[src/include/crs_pkg.sv]
package crs_pkg;
  // Program counter width, stack depth and pointer width
  localparam int PC_W = 21;
  localparam int STK_DEPTH = 31;
  localparam int PTR_W = 5;
  localparam logic [4:0] STK_FULL = 5'h1f;
  // Opcode patterns
  localparam logic [4:0] CALL_PFX = 5'h1b;
  localparam logic [15:0] RESET_OPC = 16'h00ff;
  localparam logic [14:0] INTRET_PFX = 15'h0008;
  localparam logic [7:0] LITRET_PFX = 8'h0c;
  localparam logic [15:0] PUSH_OPC = 16'h0005;
  localparam int OFS_MSB = 10;
  localparam logic [PC_W-1:0] RET_OFFSET = 21'h000002;
  // Quarter phases of one instruction cycle, one sys_clk each
  localparam logic [1:0] Q_1 = 2'h0;
  localparam logic [1:0] Q_2 = 2'h1;
  localparam logic [1:0] Q_4 = 2'h3;
  // Reset values
  localparam logic [PC_W-1:0] PC_RST = 21'h000000;
  localparam logic [7:0] W_RST = 8'h00;
  localparam logic [7:0] STATUS_RST = 8'h00;
  localparam logic [3:0] BANK_RST = 4'h0;
  localparam logic [4:0] PCU_RST = 5'h00;
  localparam logic [7:0] PCH_RST = 8'h00;
  // Register port map
  localparam logic [1:0] ADDR_CTRL = 2'h0;
  localparam logic [1:0] ADDR_STATE = 2'h1;
  localparam logic [1:0] ADDR_PC = 2'h2;
  localparam logic [1:0] ADDR_TOP = 2'h3;
  localparam int CTRL_EN_BIT = 0;
  localparam logic CTRL_EN_RST = 1'b1;
  localparam int ST_IDLE_BIT = 8;
  localparam int ST_HIE_BIT = 9;
  localparam int ST_LIE_BIT = 10;
  // Decoded operation
  typedef enum logic [2:0] {
    OP_NONE, OP_CALL, OP_RESET, OP_INTRET, OP_LITRET, OP_PUSH, OP_OTHER
  } crs_op_type;
endpackage

[src/include/crs_stack_if.sv]
`timescale 1ns/1ps
interface crs_stack_if;
  logic push;
  logic pop;
  logic clear;
  logic [crs_pkg::PC_W-1:0] pushData;
  logic [crs_pkg::PC_W-1:0] top;
  logic [crs_pkg::PTR_W-1:0] depth;
  modport ctrl (output push, pop, clear, pushData, input top, depth);
  modport store (input push, pop, clear, pushData, output top, depth);
endinterface

[src/hw/crs_exec_core.sv]
// Our own choices: the register addresses and the address-and-strobe port.
`timescale 1ns/1ps
module crs_exec_core (
  input wire logic sys_clk, // Core clock, one quarter phase per edge
  input wire logic rst, // Synchronous reset, active high
  input wire logic masterClearPin_n, // External master clear pin, low
  input wire logic [15:0] opcode, // Instruction word from fetch
  input wire logic [20:0] instrAddr, // Address of that instruction
  input wire logic opValid, // Opcode valid, sampled in Q1
  input wire logic lowPrioReturn, // Interrupt return is from low level
  input wire logic intEnableClr, // Interrupt entry clears enables
  input wire logic [7:0] workingShadow, // Shadow of W
  input wire logic [7:0] statusShadow, // Shadow of status
  input wire logic [3:0] bankSelectShadow, // Shadow of bank select
  input wire logic latchWe, // Write both PC latches
  input wire logic [12:0] latchData, // {upper[4:0], high[7:0]}
  input wire logic [1:0] regAddr, // Register port address
  input wire logic [31:0] regWrData, // Register write data
  input wire logic regWrStb, // Register write strobe
  input wire logic regRdStb, // Register read strobe
  output logic [31:0] regRdData, // Read data, cycle after strobe
  output logic [20:0] pcOut, // Program counter
  output logic pcLoad, // Pulse: PC loaded by call or return
  output logic [7:0] workingReg, // Working register
  output logic [7:0] statusReg, // Status register
  output logic [3:0] bankSelectReg, // Bank select register
  output logic highPrioIntEnable, // High priority global enable
  output logic lowPrioIntEnable, // Low priority global enable
  output logic [4:0] pcUpperLatch, // PC upper latch
  output logic [7:0] pcHighLatch, // PC high latch
  output logic [20:0] stackTop, // Top of return stack, one cycle late
  output logic [1:0] qPhase, // Current quarter phase
  output logic idleCycle, // Second, idle cycle of a two-cycle op
  output logic softReset // Pulse: reset instruction fires
);
  crs_stack_if stk ();

  logic clrMeta_r;
  logic clrSync_r;
  logic effRst;
  logic [1:0] qPhase_r;
  crs_pkg::crs_op_type op_r;
  crs_pkg::crs_op_type opDec;
  logic [15:0] opcode_r;
  logic [20:0] instrAddr_r;
  logic [20:0] retAddr;
  logic [20:0] callTarget;
  logic twoCycle;
  logic isQ2;
  logic isQ4;
  logic ctrlEn_r;
  logic idleCycle_r;
  logic softReset_r;
  logic pcLoad_r;
  logic [20:0] pc_r;
  logic [7:0] working_r;
  logic [7:0] status_r;
  logic [3:0] bankSel_r;
  logic highIe_r;
  logic lowIe_r;
  logic [4:0] pcUpper_r;
  logic [7:0] pcHigh_r;
  logic [20:0] stackTop_r;
  logic [31:0] rdData_r;
  logic shadowSel;

  crs_return_stack u_stack (
    .sys_clk(sys_clk),
    .rst(effRst),
    .stk(stk)
  );

  // Master clear pin is asynchronous, two flops before use
  always_ff @(posedge sys_clk) begin
    if (rst) begin
      clrMeta_r <= 1'b1;
      clrSync_r <= 1'b1;
    end else begin
      clrMeta_r <= masterClearPin_n;
      clrSync_r <= clrMeta_r;
    end
  end

  // Reset instruction and pin both act as a master clear of all but the control, read-data, pin synchronizer and stack entry registers
  assign effRst = rst || !clrSync_r || softReset_r;

  // Opcode decode of the handled subset
  always_comb begin
    opDec = crs_pkg::OP_OTHER;
    if (opcode[15:11] == crs_pkg::CALL_PFX) begin
      opDec = crs_pkg::OP_CALL;
    end else if (opcode == crs_pkg::RESET_OPC) begin
      opDec = crs_pkg::OP_RESET;
    end else if (opcode[15:1] == crs_pkg::INTRET_PFX) begin
      opDec = crs_pkg::OP_INTRET;
    end else if (opcode[15:8] == crs_pkg::LITRET_PFX) begin
      opDec = crs_pkg::OP_LITRET;
    end else if (opcode == crs_pkg::PUSH_OPC) begin
      opDec = crs_pkg::OP_PUSH;
    end
  end

  // Return address and sign-extended word offset target
  assign retAddr = instrAddr_r + crs_pkg::RET_OFFSET;
  assign callTarget = retAddr + {{9{opcode_r[crs_pkg::OFS_MSB]}},
                      opcode_r[crs_pkg::OFS_MSB:0], 1'b0};
  assign twoCycle = (op_r == crs_pkg::OP_CALL) ||
                    (op_r == crs_pkg::OP_INTRET) ||
                    (op_r == crs_pkg::OP_LITRET);
  assign isQ2 = (qPhase_r == crs_pkg::Q_2);
  assign isQ4 = (qPhase_r == crs_pkg::Q_4);
  assign shadowSel = (op_r == crs_pkg::OP_INTRET) && opcode_r[0];

  // Quarter phase counter, restarts at Q1 after any reset
  always_ff @(posedge sys_clk) begin
    if (effRst) begin
      qPhase_r <= crs_pkg::Q_1;
    end else begin
      qPhase_r <= qPhase_r + 2'h1;
    end
  end

  // Capture the instruction in Q1; idle cycles load OP_NONE into op_r
  always_ff @(posedge sys_clk) begin
    if (effRst) begin
      op_r <= crs_pkg::OP_NONE;
      opcode_r <= 16'h0000;
      instrAddr_r <= crs_pkg::PC_RST;
    end else if (qPhase_r == crs_pkg::Q_1) begin
      opcode_r <= opcode;
      instrAddr_r <= instrAddr;
      if (!idleCycle_r && opValid && ctrlEn_r) begin
        op_r <= opDec;
      end else begin
        op_r <= crs_pkg::OP_NONE;
      end
    end
  end

  // Second cycle of calls and returns is idle while fetch refills
  always_ff @(posedge sys_clk) begin
    if (effRst) begin
      idleCycle_r <= 1'b0;
    end else if (isQ4) begin
      idleCycle_r <= twoCycle;
    end
  end

  // Stack traffic: pushes in Q2, pops in Q4
  always_comb begin
    stk.push = isQ2 && ((op_r == crs_pkg::OP_CALL) ||
                        (op_r == crs_pkg::OP_PUSH));
    stk.pushData = retAddr;
    stk.pop = isQ4 && ((op_r == crs_pkg::OP_INTRET) ||
                       (op_r == crs_pkg::OP_LITRET));
    stk.clear = 1'b0;
  end

  // Reset instruction fires in Q2; the clear lands on the next edge
  always_ff @(posedge sys_clk) begin
    if (effRst) begin
      softReset_r <= 1'b0;
    end else begin
      softReset_r <= isQ2 && (op_r == crs_pkg::OP_RESET);
    end
  end

  // Program counter, written only in Q4
  always_ff @(posedge sys_clk) begin
    if (effRst) begin
      pc_r <= crs_pkg::PC_RST;
      pcLoad_r <= 1'b0;
    end else begin
      pcLoad_r <= 1'b0;
      if (isQ4) begin
        case (op_r)
          crs_pkg::OP_CALL: begin
            pc_r <= callTarget;
            pcLoad_r <= 1'b1;
          end
          crs_pkg::OP_INTRET, crs_pkg::OP_LITRET: begin
            pc_r <= stk.top;
            pcLoad_r <= 1'b1;
          end
          crs_pkg::OP_PUSH, crs_pkg::OP_OTHER: begin
            pc_r <= retAddr;
          end
          default: begin
            pc_r <= pc_r;
          end
        endcase
      end
    end
  end

  // Working register: literal return or shadow restore in Q4
  always_ff @(posedge sys_clk) begin
    if (effRst) begin
      working_r <= crs_pkg::W_RST;
    end else if (isQ4 && op_r == crs_pkg::OP_LITRET) begin
      working_r <= opcode_r[7:0];
    end else if (isQ4 && shadowSel) begin
      working_r <= workingShadow;
    end
  end

  // Status and bank select follow the shadows only when s is set
  always_ff @(posedge sys_clk) begin
    if (effRst) begin
      status_r <= crs_pkg::STATUS_RST;
      bankSel_r <= crs_pkg::BANK_RST;
    end else if (isQ4 && shadowSel) begin
      status_r <= statusShadow;
      bankSel_r <= bankSelectShadow;
    end
  end

  // Global enables: interrupt return sets the selected one, interrupt entry clears, set wins
  always_ff @(posedge sys_clk) begin
    if (effRst) begin
      highIe_r <= 1'b0;
      lowIe_r <= 1'b0;
    end else if (isQ4 && op_r == crs_pkg::OP_INTRET) begin
      if (lowPrioReturn) begin
        lowIe_r <= 1'b1;
        highIe_r <= highIe_r && !intEnableClr;
      end else begin
        highIe_r <= 1'b1;
        lowIe_r <= lowIe_r && !intEnableClr;
      end
    end else if (intEnableClr) begin
      highIe_r <= 1'b0;
      lowIe_r <= 1'b0;
    end
  end

  // PC latches change only by their own write or a reset, never by a return
  always_ff @(posedge sys_clk) begin
    if (effRst) begin
      pcUpper_r <= crs_pkg::PCU_RST;
      pcHigh_r <= crs_pkg::PCH_RST;
    end else if (latchWe) begin
      pcUpper_r <= latchData[12:8];
      pcHigh_r <= latchData[7:0];
    end
  end

  // Registered copy of the top entry for the output pin
  always_ff @(posedge sys_clk) begin
    if (effRst) begin
      stackTop_r <= crs_pkg::PC_RST;
    end else begin
      stackTop_r <= stk.top;
    end
  end

  // Control register; of the resets only the plain one touches it
  always_ff @(posedge sys_clk) begin
    if (rst) begin
      ctrlEn_r <= crs_pkg::CTRL_EN_RST;
    end else if (regWrStb && regAddr == crs_pkg::ADDR_CTRL) begin
      ctrlEn_r <= regWrData[crs_pkg::CTRL_EN_BIT];
    end
  end

  // Read port: data stand only in the cycle after the strobe
  always_ff @(posedge sys_clk) begin
    if (rst) begin
      rdData_r <= 32'h00000000;
    end else if (regRdStb) begin
      rdData_r <= 32'h00000000;
      case (regAddr)
        crs_pkg::ADDR_CTRL: rdData_r[crs_pkg::CTRL_EN_BIT] <= ctrlEn_r;
        crs_pkg::ADDR_STATE: begin
          rdData_r[crs_pkg::PTR_W-1:0] <= stk.depth;
          rdData_r[crs_pkg::ST_IDLE_BIT] <= idleCycle_r;
          rdData_r[crs_pkg::ST_HIE_BIT] <= highIe_r;
          rdData_r[crs_pkg::ST_LIE_BIT] <= lowIe_r;
        end
        crs_pkg::ADDR_PC: rdData_r[crs_pkg::PC_W-1:0] <= pc_r;
        crs_pkg::ADDR_TOP: rdData_r[crs_pkg::PC_W-1:0] <= stk.top;
        default: rdData_r <= 32'h00000000;
      endcase
    end else begin
      rdData_r <= 32'h00000000;
    end
  end

  // Outputs straight from flops
  assign regRdData = rdData_r;
  assign pcOut = pc_r;
  assign pcLoad = pcLoad_r;
  assign workingReg = working_r;
  assign statusReg = status_r;
  assign bankSelectReg = bankSel_r;
  assign highPrioIntEnable = highIe_r;
  assign lowPrioIntEnable = lowIe_r;
  assign pcUpperLatch = pcUpper_r;
  assign pcHighLatch = pcHigh_r;
  assign stackTop = stackTop_r;
  assign qPhase = qPhase_r;
  assign idleCycle = idleCycle_r;
  assign softReset = softReset_r;

  // Call and push leave the return address on top after Q2
  a_push_ret_addr:
  assert property (@(posedge sys_clk) disable iff (effRst)
    (isQ2 && (op_r == crs_pkg::OP_CALL || op_r == crs_pkg::OP_PUSH)
     && stk.depth != crs_pkg::STK_FULL)
    |=> (stk.top == $past(retAddr)) && (stk.depth == $past(stk.depth) + 5'h01))
    else $error("push did not leave return address on top");

  // Call target is visible three edges after the push
  a_call_target:
  assert property (@(posedge sys_clk) disable iff (effRst)
    (isQ2 && op_r == crs_pkg::OP_CALL)
    |=> ##2 pcLoad_r && pc_r == $past(callTarget, 2))
    else $error("relative call target wrong");

  // Call and returns are followed by four idle quarters
  a_idle_second:
  assert property (@(posedge sys_clk) disable iff (effRst)
    (isQ4 && twoCycle) |=> idleCycle_r [*4] ##1 !idleCycle_r)
    else $error("second cycle not idle for four quarters");

  // Reset instruction clears state two edges after Q2
  a_soft_reset:
  assert property (@(posedge sys_clk) disable iff (rst)
    (!effRst && isQ2 && op_r == crs_pkg::OP_RESET)
    |=> softReset_r ##1 (working_r == crs_pkg::W_RST
      && pc_r == crs_pkg::PC_RST && stk.depth == 5'h00 && !highIe_r))
    else $error("reset instruction did not clear state");

  // Interrupt return pops into the PC
  a_intret_pop:
  assert property (@(posedge sys_clk) disable iff (effRst)
    (isQ4 && op_r == crs_pkg::OP_INTRET && stk.depth != 5'h00)
    |=> pc_r == $past(stk.top) && stk.depth == $past(stk.depth) - 5'h01)
    else $error("interrupt return did not pop into PC");

  // The selected enable is set by the interrupt return
  a_intret_enable:
  assert property (@(posedge sys_clk) disable iff (effRst)
    (isQ4 && op_r == crs_pkg::OP_INTRET)
    |=> ($past(lowPrioReturn) ? lowIe_r : highIe_r))
    else $error("interrupt enable not set on return");

  // Shadows restored with s set, untouched otherwise
  a_shadow_copy:
  assert property (@(posedge sys_clk) disable iff (effRst)
    (isQ4 && op_r == crs_pkg::OP_INTRET)
    |=> (opcode_r[0] ? (working_r == $past(workingShadow)
      && status_r == $past(statusShadow)
      && bankSel_r == $past(bankSelectShadow))
      : ($stable(working_r) && $stable(status_r) && $stable(bankSel_r))))
    else $error("shadow restore wrong");

  // Returns never disturb the PC latches
  a_latch_hold:
  assert property (@(posedge sys_clk) disable iff (effRst)
    (isQ4 && !latchWe && (op_r == crs_pkg::OP_INTRET
      || op_r == crs_pkg::OP_LITRET))
    |=> $stable(pcUpper_r) && $stable(pcHigh_r))
    else $error("return changed PC latches");

  // Literal return writes W and PC together
  a_litret_write:
  assert property (@(posedge sys_clk) disable iff (effRst)
    (isQ4 && op_r == crs_pkg::OP_LITRET)
    |=> working_r == $past(opcode_r[7:0]) && pc_r == $past(stk.top)
      && pcLoad_r)
    else $error("literal return wrong");
endmodule // crs_exec_core

[src/hw/crs_return_stack.sv]
`timescale 1ns/1ps
module crs_return_stack (
  input wire logic sys_clk, // Core clock
  input wire logic rst, // Synchronous reset, active high
  crs_stack_if.store stk // Push/pop port
);
  logic [crs_pkg::PC_W-1:0] entry_r [crs_pkg::STK_DEPTH];
  logic [crs_pkg::PTR_W-1:0] depth_r;
  logic full;

  assign full = (depth_r == crs_pkg::STK_FULL);

  // Depth pointer; pushes on a full stack are dropped, pops on an empty one ignored
  always_ff @(posedge sys_clk) begin
    if (rst || stk.clear) begin
      depth_r <= '0;
    end else if (stk.push && !full) begin
      depth_r <= depth_r + 5'h01;
    end else if (stk.pop && depth_r != 5'h00) begin
      depth_r <= depth_r - 5'h01;
    end
  end

  // Entry storage, no reset needed since depth guards reads
  always_ff @(posedge sys_clk) begin
    if (stk.push && !full) begin
      entry_r[depth_r] <= stk.pushData;
    end
  end

  // Empty stack reads as zero
  assign stk.depth = depth_r;
  assign stk.top = (depth_r == 5'h00) ? crs_pkg::PC_RST
                                       : entry_r[depth_r - 5'h01];
endmodule // crs_return_stack

[config.mk]
export PLATFORM = sky130hd
export DESIGN_NAME = crs_exec_core
export DESIGN_NICKNAME = d
export VERILOG_FILES = /design/src/include/crs_pkg.sv /design/src/include/crs_stack_if.sv /design/src/hw/crs_exec_core.sv /design/src/hw/crs_return_stack.sv
export SDC_FILE = /design/constraint.sdc
export NUM_CORES = 1
export LEC_CHECK = 0
export BUFFER_PORTS_ARGS = -buffer_cell sky130_fd_sc_hd__buf_2
export CORE_ASPECT_RATIO = 1.1
export CORE_UTILIZATION = 45
export DETAILED_ROUTE_END_ITERATION = 16
export HOLD_SLACK_MARGIN = 0.08
export PLACE_DENSITY = 0.71
export RECOVER_POWER = 25
export SYNTH_ARGS = -nofsm -noshare
export SYNTH_HDL_FRONTEND = slang
export SYNTH_SLANG_ARGS = --single-unit
export TNS_END_PERCENT = 100
[constraint.sdc]
create_clock -name sys_clk -period 4.87 [get_ports sys_clk]
set_input_delay 0.487 -clock sys_clk [delete_from_list [all_inputs] [get_ports sys_clk]]
set_output_delay 0.487 -clock sys_clk [all_outputs]
set_load 0.05 [all_outputs]
==> results.json <==
{
  "post_cts_resized": 0,
  "min_path_type": "in2reg",
  "min_period_ns": 4.23,
  "async_flop_share_pct": 0,
  "grt_max_degree": 120,
  "synth_edf_count": 651,
  "ios": 227,
  "ys.flop_type": "edfxtp_1",
  "wirelength_um": 83600,
  "core_area_um2": 70600,
  "critPathLaunchType": "register",
  "end_kind": "register",
  "die_area_um2": 72600,
  "root_buffer": "clkbuf_16",
  "antenna_found_initial": 2,
  "syn_inst": 1964,
  "setup_viol": 0,
  "hpwl_um": 50900,
  "cts_tree": "yes",
  "p_per_area_nw_per_um2": 383,
  "die_y_um": 283,
  "avgSynthCellArea_um2": 16.4,
  "vias_per_cell": 5.88,
  "rows": 102,
  "final_cell_mix": "edfxtp_1, nand2_1, mux4_2, dfxtp_1",
  "hold_depth": 3,
  "violations": "max-capacitance violations, max-slew violations",
  "port_buffers": 184,
  "finish.utilization_pct": 52.6,
  "num_vias": 18800,
  "crit_type": "reg2reg",
  "hold_viol": 0,
  "clockBufferDepth": 3,
  "clock_latency_ns": 0.62,
  "routabilityCongestion": 0.918,
  "first_pass_iters": 5,
  "slew_viol_final": 240,
  "start_util_pct": 45.6,
  "grt.total_usage_pct": 23.1,
  "dr.first_iter.drc_count": 1759,
  "hold_buffers": 2,
  "leakage_nw": 12.6,
  "grt-ovfl-total": 0,
  "ir_drop_uv": 227,
  "outcome": "finished with violations",
  "reg2reg_depth": 9,
  "antenna_left": 0,
  "yosys_warnings": 0,
  "syn-cell-area_um2": 32200,
  "cts.clk_slew.worst_paths_ns": 0.06,
  "post_synth_num_cell_types": 69,
  "fin_setup_tns_ns": 0,
  "worstPathRequired_ns": 5.43,
  "wl_per_cell_um": 26.1,
  "slew_headroom_pct": -115,
  "first_global_vias": 18900,
  "final.setup_skew_ns": 0.0290,
  "num_antenna_cells": 0,
  "die_w_um": 257,
  "area_delta_synth_final_pct": 15.4,
  "drive_above_1_share_pct": 22.3,
  "ys_ff_latch": 797,
  "nets": 2355,
  "clock_sinks": 797,
  "finalCritPeriodShare_pct": 86.8,
  "clock.fmax_mhz": 237,
  "ys_seq_area_share_pct": 69.8,
  "arrival_ns": 4.78,
  "final_common_cell": "edfxtp_1",
  "grt_pass1_wl_um": 123000,
  "remaining_drc_errors": 0,
  "cap_violations": 6,
  "htree_levels": 3,
  "cts_made_buffers": 75,
  "postCtsSetupBuffers": 0,
  "rsz0062_at_grt": "no",
  "crit_fanout": 18,
  "tightest_slew_ns": 3.23
}
-- final timing paths --
kind | startpoint | endpoint | slack [ns]
max | instrAddr_r[1]$_SDFFE_PP0N_ | pcOut[11]$_SDFFE_PP0P_ | 0.64
min | statusShadow[6] | statusReg[6]$_SDFFE_PP0P_ | 0.11
max reg2reg | instrAddr_r[1]$_SDFFE_PP0N_ | pcOut[11]$_SDFFE_PP0P_ | 0.64
min reg2reg | clrMeta_r$_SDFF_PP1_ | clrSync_r$_SDFF_PP1_ | 0.41
-- cells in the mapped netlist, drive strengths merged (13+ instances only) --
| cell | number | area [um^2] |
|---|---|---|
| nand3 | 35 | 175 |
| a221oi | 14 | 123 |
| edfxtp | 651 | 19500 |
| a311oi | 13 | 114 |
| ha | 30 | 375 |
| mux4 | 161 | 3630 |
| a22oi | 18 | 135 |
| clkbuf | 62 | 233 |
| a21oi | 62 | 310 |
| xnor2 | 31 | 272 |
| a211o | 13 | 114 |
| nand2 | 170 | 638 |
| dfxtp | 146 | 2920 |
| o21ai | 59 | 295 |
| nor2 | 156 | 586 |
| a211oi | 21 | 158 |
| buf | 58 | 417 |
| mux2i | 71 | 711 |
| and3 | 20 | 125 |
-- kinds of logic after synthesis --
logic type	after synthesis	synth area share, %
fa+ha+maj	31	1.23
buf+inv	132	2.16
simple gates	459	6.41
other cells	1	0.0116
mux	232	13.5
xor+xnor	44	1.33
flops	797	69.8
compound gates	268	5.61
-- power by group --
part / total, W / switching (W) / internal (W)
clock: 0.00604 / 0.00253 / 0.00352
sequential: 0.00752 / 0.0000589 / 0.00746
combinational: 0.000658 / 0.000475 / 0.000183
-- worst max-delay path, stage by stage, from the launching register on --
cell and delay, ns:
dfxtp_1 0.38, ha_1 0.75, clkbuf_1 0.90, fa_1 0.41
a211oi_1 0.11, o21ai_0 0.39, a21boi_0 0.27, xnor2_1 0.59
a221oi_1 0.16, a21oi_1 0.18
-- metal layers --
metal | GRT usage, % | part of all wire (%)
met1 | 27.9 | 37
met5 | 0 | 0
met2 | 40.2 | 50
met4 | 12.6 | 5.4
met3 | 3.40 | 7.9
-- flip-flops by register name (all words and copies together), names as in the netlist --
signal	count
u_stack.entry_r	651
instrAddr_r	21
pcOut	21
regRdData	21
stackTop	21
opcode_r	11
pcHighLatch	8
statusReg	8
workingReg	8
pcUpperLatch	5
u_stack.stk.depth	5
bankSelectReg	4
op_r	3
qPhase	2
clrMeta_r	1
clrSync_r	1
ctrlEn_r	1
highPrioIntEnable	1
idleCycle	1
lowPrioIntEnable	1
pcLoad	1
softReset	1
-- per-stage QoR --
step	area [um^2]	hold slack (ns)	total power, W	instances	setup slack [ns]
4_1_cts	37300	0.0822	0.0143	3205	0.748
3_5_place_dp	34800	0.395	0.00832	3068	0.786
3_3_place_gp	34800	0.402	0.00829	3068	0.807
2_1_floorplan	32200	0.389	0.00803	1974	0.703
5_1_grt	37100	0.112	0.0146	3205	0.460
6_report	37100	0.105	0.0142	3205	0.644
-- cell type report --
class                      instances  area (um^2)
clock buffer                      97         2070
fill                            5588        33400
sequential                       797        22500
multi-input combinational       1045         9340
timing repair buffer             280         1570
clock inverter                    38          478
inverter                          12         45.0
tap                              936         1170
No activity file was read; power rests on OpenSTA's default activity.
